--- src/design/msd_map.vh ---
// Contract
// - slot-sense low means lower slot
// - both boards fill outward from midpoint
// - top row mirrored between the slots
// - four rows of 64K words each
// - all access sources share one decode; refresh adds a video-picked row strobe
// - address captured into two duplicate latches
// - latch strobe toggles half rate, column strobe idle
// - board select from slot, bit20, bit19
// - board select gates only column strobes
// - bits 17,18 and slot decoded one-of-eight
// - row strobe zero from output 4/3
// - column strobes 0 and 1 decode table
// - column strobes 2 and 3 decode table
// - incoming row strobe routed to decoded row
// - refresh picks extra row from video bits
// - column strobe gated by board select
// - one column strobe, one row per access outside refresh
// - video access adds a refresh row strobe
`ifndef MSD_MAP_VH
`define MSD_MAP_VH
`define MSD_ROWS        4
`define MSD_ADDR_W      8
`define MSD_DEC_W       8
`define MSD_STROBE_IDLE 4'hf
`define MSD_DEC_ONE     8'h01
`define MSD_UPPER_BASE  4
`define MSD_LOWER_TOP   3
`define MSD_ADDR_RST    8'h00
`endif

--- src/design/msd_addr_latch.v ---
`timescale 1ns/1ps
`include "msd_map.vh"
// one transparent address latch bank; instantiated twice to split matrix loading
module msd_addr_latch (
	input  wire                     clk,
	input  wire                     arst_n,
	input  wire                     latch_open,
	input  wire [`MSD_ADDR_W-1:0]   addr_in,
	output reg  [`MSD_ADDR_W-1:0]   addr_out
);
	// a clocked load stands in for transparency so the block keeps one clock
	always @(posedge clk or negedge arst_n) begin
		if (!arst_n) begin
			addr_out <= `MSD_ADDR_RST;
		end else if (latch_open) begin
			addr_out <= addr_in;
		end
	end
endmodule // msd_addr_latch

--- src/design/msd_strobe_decode.v ---
`timescale 1ns/1ps
`include "msd_map.vh"
// memory board address decode and strobe steering
module msd_strobe_decode (
	input  wire                     clk,
	input  wire                     arst_n,
	input  wire                     pixel_dot_clock,
	input  wire [`MSD_ADDR_W-1:0]   muxed_row_col_addr,
	input  wire                     row_strobe_n,
	input  wire                     col_strobe_n,
	input  wire                     slot_sense,
	input  wire                     addr_bit17,
	input  wire                     addr_bit18,
	input  wire                     addr_bit19,
	input  wire                     addr_bit20,
	input  wire                     refresh_enable_n,
	input  wire                     video_addr_bit8,
	input  wire                     video_addr_bit10,
	input  wire                     refresh_board_sel_a,
	input  wire                     refresh_board_sel_b,
	output reg                      addr_latch_strobe_n,
	output reg  [`MSD_ADDR_W-1:0]   matrix_addr_upper,
	output reg  [`MSD_ADDR_W-1:0]   matrix_addr_lower,
	output reg                      board_selected,
	output reg  [`MSD_ROWS-1:0]     matrix_row_strobe_n,
	output reg  [`MSD_ROWS-1:0]     matrix_col_strobe_n
);
	// one-of-eight decode of {slot, bit18, bit17}
	function [`MSD_DEC_W-1:0] dec8;
		input [2:0] sel;
		begin
			dec8 = `MSD_DEC_ONE << sel;
		end
	endfunction

	// matrix row whose strobes serve a given bit18/bit17 in this slot
	function [1:0] row_of;
		input       slot;
		input [1:0] hi_lo;
		begin
			row_of = slot ? hi_lo : ~hi_lo;
		end
	endfunction

	wire [`MSD_DEC_W-1:0] dec_w;
	wire [`MSD_ROWS-1:0]  row_en_w;
	wire [`MSD_ROWS-1:0]  refr_en_w;
	wire                  bsel_w;
	wire                  latch_open_w;
	wire [1:0]            row_idx_w;
	wire [`MSD_ADDR_W-1:0] lat_up_w;
	wire [`MSD_ADDR_W-1:0] lat_lo_w;
	reg                   dot_q_r;
	reg                   div_r;
	reg [`MSD_ROWS-1:0]   row_nxt;
	reg [`MSD_ROWS-1:0]   col_nxt;
	integer               i;

	// low slot-sense is the lower board, high the upper; each serves 512 KByte
	assign bsel_w = (~slot_sense & ~addr_bit20 & addr_bit19) |
	                (slot_sense & addr_bit20 & ~addr_bit19);
	assign dec_w = dec8({slot_sense, addr_bit18, addr_bit17});
	// output 4 in upper slot, output 3 in lower slot both land on row 0
	assign row_idx_w = row_of(slot_sense, {addr_bit18, addr_bit17});
	genvar g;
	generate
		for (g = 0; g < `MSD_ROWS; g = g + 1) begin : g_row
			// four matrix rows, each one 64K-word bank
			assign row_en_w[g] = slot_sense ? dec_w[`MSD_UPPER_BASE + g] : dec_w[`MSD_LOWER_TOP - g];
			assign refr_en_w[g] = ~refresh_enable_n &
			                      ({video_addr_bit10, video_addr_bit8} == g);
		end
	endgenerate

	// divide the dot clock by two, held asserted during column strobe
	always @(posedge clk or negedge arst_n) begin
		if (!arst_n) begin
			dot_q_r <= 1'b0;
			div_r <= 1'b1;
		end else begin
			dot_q_r <= pixel_dot_clock;
			if (!col_strobe_n) begin
				div_r <= 1'b0;
			end else if (pixel_dot_clock & ~dot_q_r) begin
				div_r <= ~div_r;
			end
		end
	end
	assign latch_open_w = ~div_r;

	// two duplicate banks, upper and lower matrix halves
	msd_addr_latch u_lat_up (
		.clk        (clk),
		.arst_n     (arst_n),
		.latch_open (latch_open_w),
		.addr_in    (muxed_row_col_addr),
		.addr_out   (lat_up_w)
	);
	msd_addr_latch u_lat_lo (
		.clk        (clk),
		.arst_n     (arst_n),
		.latch_open (latch_open_w),
		.addr_in    (muxed_row_col_addr),
		.addr_out   (lat_lo_w)
	);

	// steering is combinational; only output flops follow it, as ports must be registered
	always @* begin
		row_nxt = `MSD_STROBE_IDLE;
		col_nxt = `MSD_STROBE_IDLE;
		for (i = 0; i < `MSD_ROWS; i = i + 1) begin
			// row strobe reaches the matrix regardless of board select
			row_nxt[i] = ~(~row_strobe_n & (row_en_w[i] | refr_en_w[i]));
		end
		// only the decoded column strobe, and only when selected
		if (!col_strobe_n && bsel_w) begin
			col_nxt[row_idx_w] = 1'b0;
		end
	end

	always @(posedge clk or negedge arst_n) begin
		if (!arst_n) begin
			addr_latch_strobe_n <= 1'b1;
			matrix_addr_upper <= `MSD_ADDR_RST;
			matrix_addr_lower <= `MSD_ADDR_RST;
			board_selected <= 1'b0;
			matrix_row_strobe_n <= `MSD_STROBE_IDLE;
			matrix_col_strobe_n <= `MSD_STROBE_IDLE;
		end else begin
			addr_latch_strobe_n <= div_r;
			matrix_addr_upper <= lat_up_w;
			matrix_addr_lower <= lat_lo_w;
			board_selected <= bsel_w;
			matrix_row_strobe_n <= row_nxt;
			matrix_col_strobe_n <= col_nxt;
		end
	end
endmodule // msd_strobe_decode

--- config.mk ---
export PLATFORM = sky130hd
export DESIGN_NAME = msd_strobe_decode
export DESIGN_NICKNAME = d
export VERILOG_FILES = /design/src/design/msd_addr_latch.v /design/src/design/msd_strobe_decode.v
export VERILOG_INCLUDE_DIRS = /design/src /design/src/design
export SDC_FILE = /design/constraint.sdc
export NUM_CORES = 1
export LEC_CHECK = 0
export ABC_AREA = 1
export BUFFER_PORTS_ARGS = -buffer_cell sky130_fd_sc_hd__clkbuf_2
export CAP_MARGIN = 20
export CORE_ASPECT_RATIO = 2
export CORE_MARGIN = 2
export CORE_UTILIZATION = 35
export DETAILED_ROUTE_END_ITERATION = 8
export GPL_TIMING_DRIVEN = 0
export PLACE_DENSITY = 0.56
export SLEW_MARGIN = 20
export SYNTH_ARGS = -nofsm -noshare
export SYNTH_HDL_FRONTEND = slang
export SYNTH_HIERARCHICAL = 1
export SYNTH_SLANG_ARGS = --single-unit
--- constraint.sdc ---
create_clock -name clk -period 1.1 [get_ports clk]
set_input_delay 0.055 -clock clk [delete_from_list [all_inputs] [get_ports clk]]
set_output_delay 0.055 -clock clk [all_outputs]
set_load 0.01 [all_outputs]
==> flow_metrics.env <==
export IMPL_status="finished, violations left"
export IMPL_violations="hold timing"
export IMPL_fin_nets=232
export IMPL_synth_edf_count=0
export IMPL_drc_errors=0
export IMPL_grt_pass1_wl_um=4650
export IMPL_core_um2=4250
export IMPL_yosysSeqAreaShare_pct=72.8
export IMPL_crit_start="div_r"
export IMPL_fin_crit_ps=990
export IMPL_synthTopCellsByCount="62 x nand2_1, 34 x dfrtp_1, 18 x nand3_1"
export IMPL_worst_path_max_fanout=9
export IMPL_io_buffers=46
export IMPL_rows=34
export IMPL_synth_area_leaders="dfrtp_1 56%, dfstp_2 17%, nand2_1 15%"
export IMPL_grt_busiest_layer="met2"
export IMPL_area_delta_synth_final_pct=34.0
export IMPL_synth_warning_count=6
export IMPL_antenna_found_initial=0
export IMPL_use_met3_pct=3.08
export IMPL_endpoint_kind="register"
export IMPL_setup_viol=0
export IMPL_synth_most_common_cell="nand2_1"
export IMPL_r2r_start="div_r"
export IMPL_ys_ff_latch=44
export IMPL_hold_viol_final=34
export IMPL_met1_usage_pct=13.7
export IMPL_synth_flop_cell="dfrtp_1"
export IMPL_slew_headroom_pct=40.4
export IMPL_drv_cap=0
export IMPL_cts_root_buf="clkbuf_8"
export IMPL_ff2ff_setup_slack_ps=110
export IMPL_cts_buffers=5
export IMPL_viasPerCell=4.39
export IMPL_diodes=0
export IMPL_reg2reg_depth=5
export IMPL_syn_avg_cell_area_um2=10.6
export IMPL_crit_top_cell="nand2_1"
export IMPL_netlist_area_um2=1530
export IMPL_endpoint="u_lat_lo/addr_out[7]"
export IMPL_syn_inst=144
export IMPL_drt_first_pass_iters=5
export IMPL_track_usage_pct=12.6
export IMPL_peakVddDrop_mv=1.53
export IMPL_setup_slack_ps=110
export IMPL_holdBufCountCts=11
export IMPL_finalCritPeriodShare_pct=90.0
export IMPL_start_util_pct=36.0
export IMPL_yosysTopAreaCell="dfrtp_1"
export IMPL_place_ws_ps=16.0
export IMPL_routed_wl_um=2710
export IMPL_maxSlewViolCount=0
export IMPL_cp_cell_sequence="inv_1, buf_6, inv_4, nand2_1, nand2_1"
export IMPL_wl_per_cell_um=10.3
export IMPL_cts_htree_levels=2
export IMPL_critPathKind="reg -> reg"
export IMPL_grtUsageMet2_pct=21.0
export IMPL_via_count=1160
export IMPL_ant_nets=0
export IMPL_p_leak_uw=0.00110
export IMPL_synth_top_area_share_pct=55.6
export IMPL_synthDistinctLibCells=10
export IMPL_start_kind="register"
export IMPL_cp_slowest_cell="dfstp_2"
export IMPL_die_x_um=50.8
export IMPL_hp_class="in -> async"
export IMPL_die_area_um2=4950
export IMPL_slowest_delay_ps=530
export IMPL_drive_above_1_share_pct=32.9
export IMPL_worst_pin_slew_ps=894
export IMPL_rsz0062_at_grt="no"
export IMPL_dpl_hpwl_um=2000
export IMPL_grt_pass1_vias=1144
export IMPL_clock_path_buffers=2
export IMPL_arrival_ps=1220
export IMPL_boundaryPins=49
export IMPL_grt_ovfl_total=0
export IMPL_tns_ps=0
export IMPL_powerDensity_nw_per_um2=1580
export IMPL_cts_tree="done"
export IMPL_fmax_mhz=1010
export IMPL_reg2reg_to="u_lat_lo/addr_out[7]"
export IMPL_clk_pin_slew_ps=70
export IMPL_insertion_delay_ps=290
export IMPL_initialDrtViolationCount=18
export IMPL_holdWs_ps=-109
export IMPL_die_h_um=97.5
export IMPL_synthArstFlopShare_pct=100
export IMPL_cts_sinks=44
export IMPL_fin_skew_ps=5.31
export IMPL_synth_nets=167
export IMPL_cp_required_ps=1330
export IMPL_gp_congestion=0.818
export IMPL_grt_max_degree=45
layout by cell type, fill, tap and decap left out:
| cell type | netlist | layout |
|---|---|---|
| nand2_1 | 62 | 62 |
| clkbuf_2 | 0 | 45 |
| dfrtp_1 | 34 | 34 |
| nand3_1 | 18 | 18 |
| dlygate4sd3_1 | 0 | 11 |
| inv_1 | 10 | 10 |
| dfstp_2 | 10 | 10 |
| clkbuf_8 | 0 | 7 |
| nor2_1 | 4 | 4 |
| buf_6 | 2 | 2 |
| inv_4 | 0 | 2 |
| nand2_2 | 1 | 1 |
| a21oi_1 | 1 | 1 |
| clkbuf_1 | 0 | 1 |
| buf_2 | 0 | 1 |
| buf_4 | 0 | 1 |
metrics by stage:
stage	utilization, %	instances	total power [µW]	cell area, µm²	hold slack (ps)
finish	48.2	264	3240	2050	-109
detailed placement	43.0	244	2190	1830	197
global placement	43.0	244	2180	1830	193
floorplan	-	144	2000	1530	-241
global route	48.2	264	3420	2050	-31.2
CTS	47.9	263	3290	2040	-36.4
worst min-delay path by stage:
stage / to / slack [ps] / depth (start not counted)
after floorplan: board_selected / -240 / 0
after global placement: dot_q_r / 190 / 1
after detailed placement: dot_q_r / 200 / 1
after CTS: matrix_addr_lower[1] / -40 / 1
after global routing: matrix_addr_lower[1] / -30 / 1
final: matrix_addr_lower[1] / -110 / 1
sequential cells by signal, indices dropped and copies added (netlist names):
register             flops
div_r                    1
u_lat_up/addr_out        8
addr_latch_strobe_n      1
u_lat_lo/addr_out        8
board_selected           1
dot_q_r                  1
matrix_row_strobe_n      4
matrix_addr_upper        8
matrix_addr_lower        8
matrix_col_strobe_n      4
per-layer routing:
layer	vias up	part of all wire (%)
met5	-	0
met4	0	3.3
met3	10	7.2
met2	49	50
met1	531	39
li1	570	-
cells by family (layout without fill, tap and decap cells):
kind of cell	count (synthesis)	after routing	share of synthesized area, %
flip-flops	44	44	72.8
buffers and inverters	14	80	4.42
AO/OA/AOI/OAI	1	1	0.327
AND/OR/NAND/NOR	85	85	22.5
layout make-up:
type                            instances  area, µm²
Buffer                                  2       22.5
Clock buffer                            8        100
Fill cell                             430       2200
Inverter                               12       50.0
Multi-Input combinational cell         86        349
Sequential cell                        44       1110
Tap cell                               54       67.6
Timing Repair Buffer                   58        348
worst max-delay path, delay by kind of cell, from the launching register on:
family        cells  cell delay, ps
buf+inv           3             300
flops             1             530
simple gates      2             100
repair_timing:
| action | 4_1_cts | 5_1_grt |
|---|---|---|
| resized for setup | 0 | 2 |
| setup endpoints to repair | 0 | 16 |
| endpoints found under the hold margin | 50 | 34 |
| buffers inserted | 0 | 1 |
power by group:
group | internal [µW] | leakage (µW) | switching (µW)
Clock | 572 | 0.0000515 | 476
Sequential | 1760 | 0.000510 | 47.4
Combinational | 160 | 0.000537 | 219
Total | 2500 | 0.00110 | 742
No activity file was read; power rests on OpenSTA's default activity.
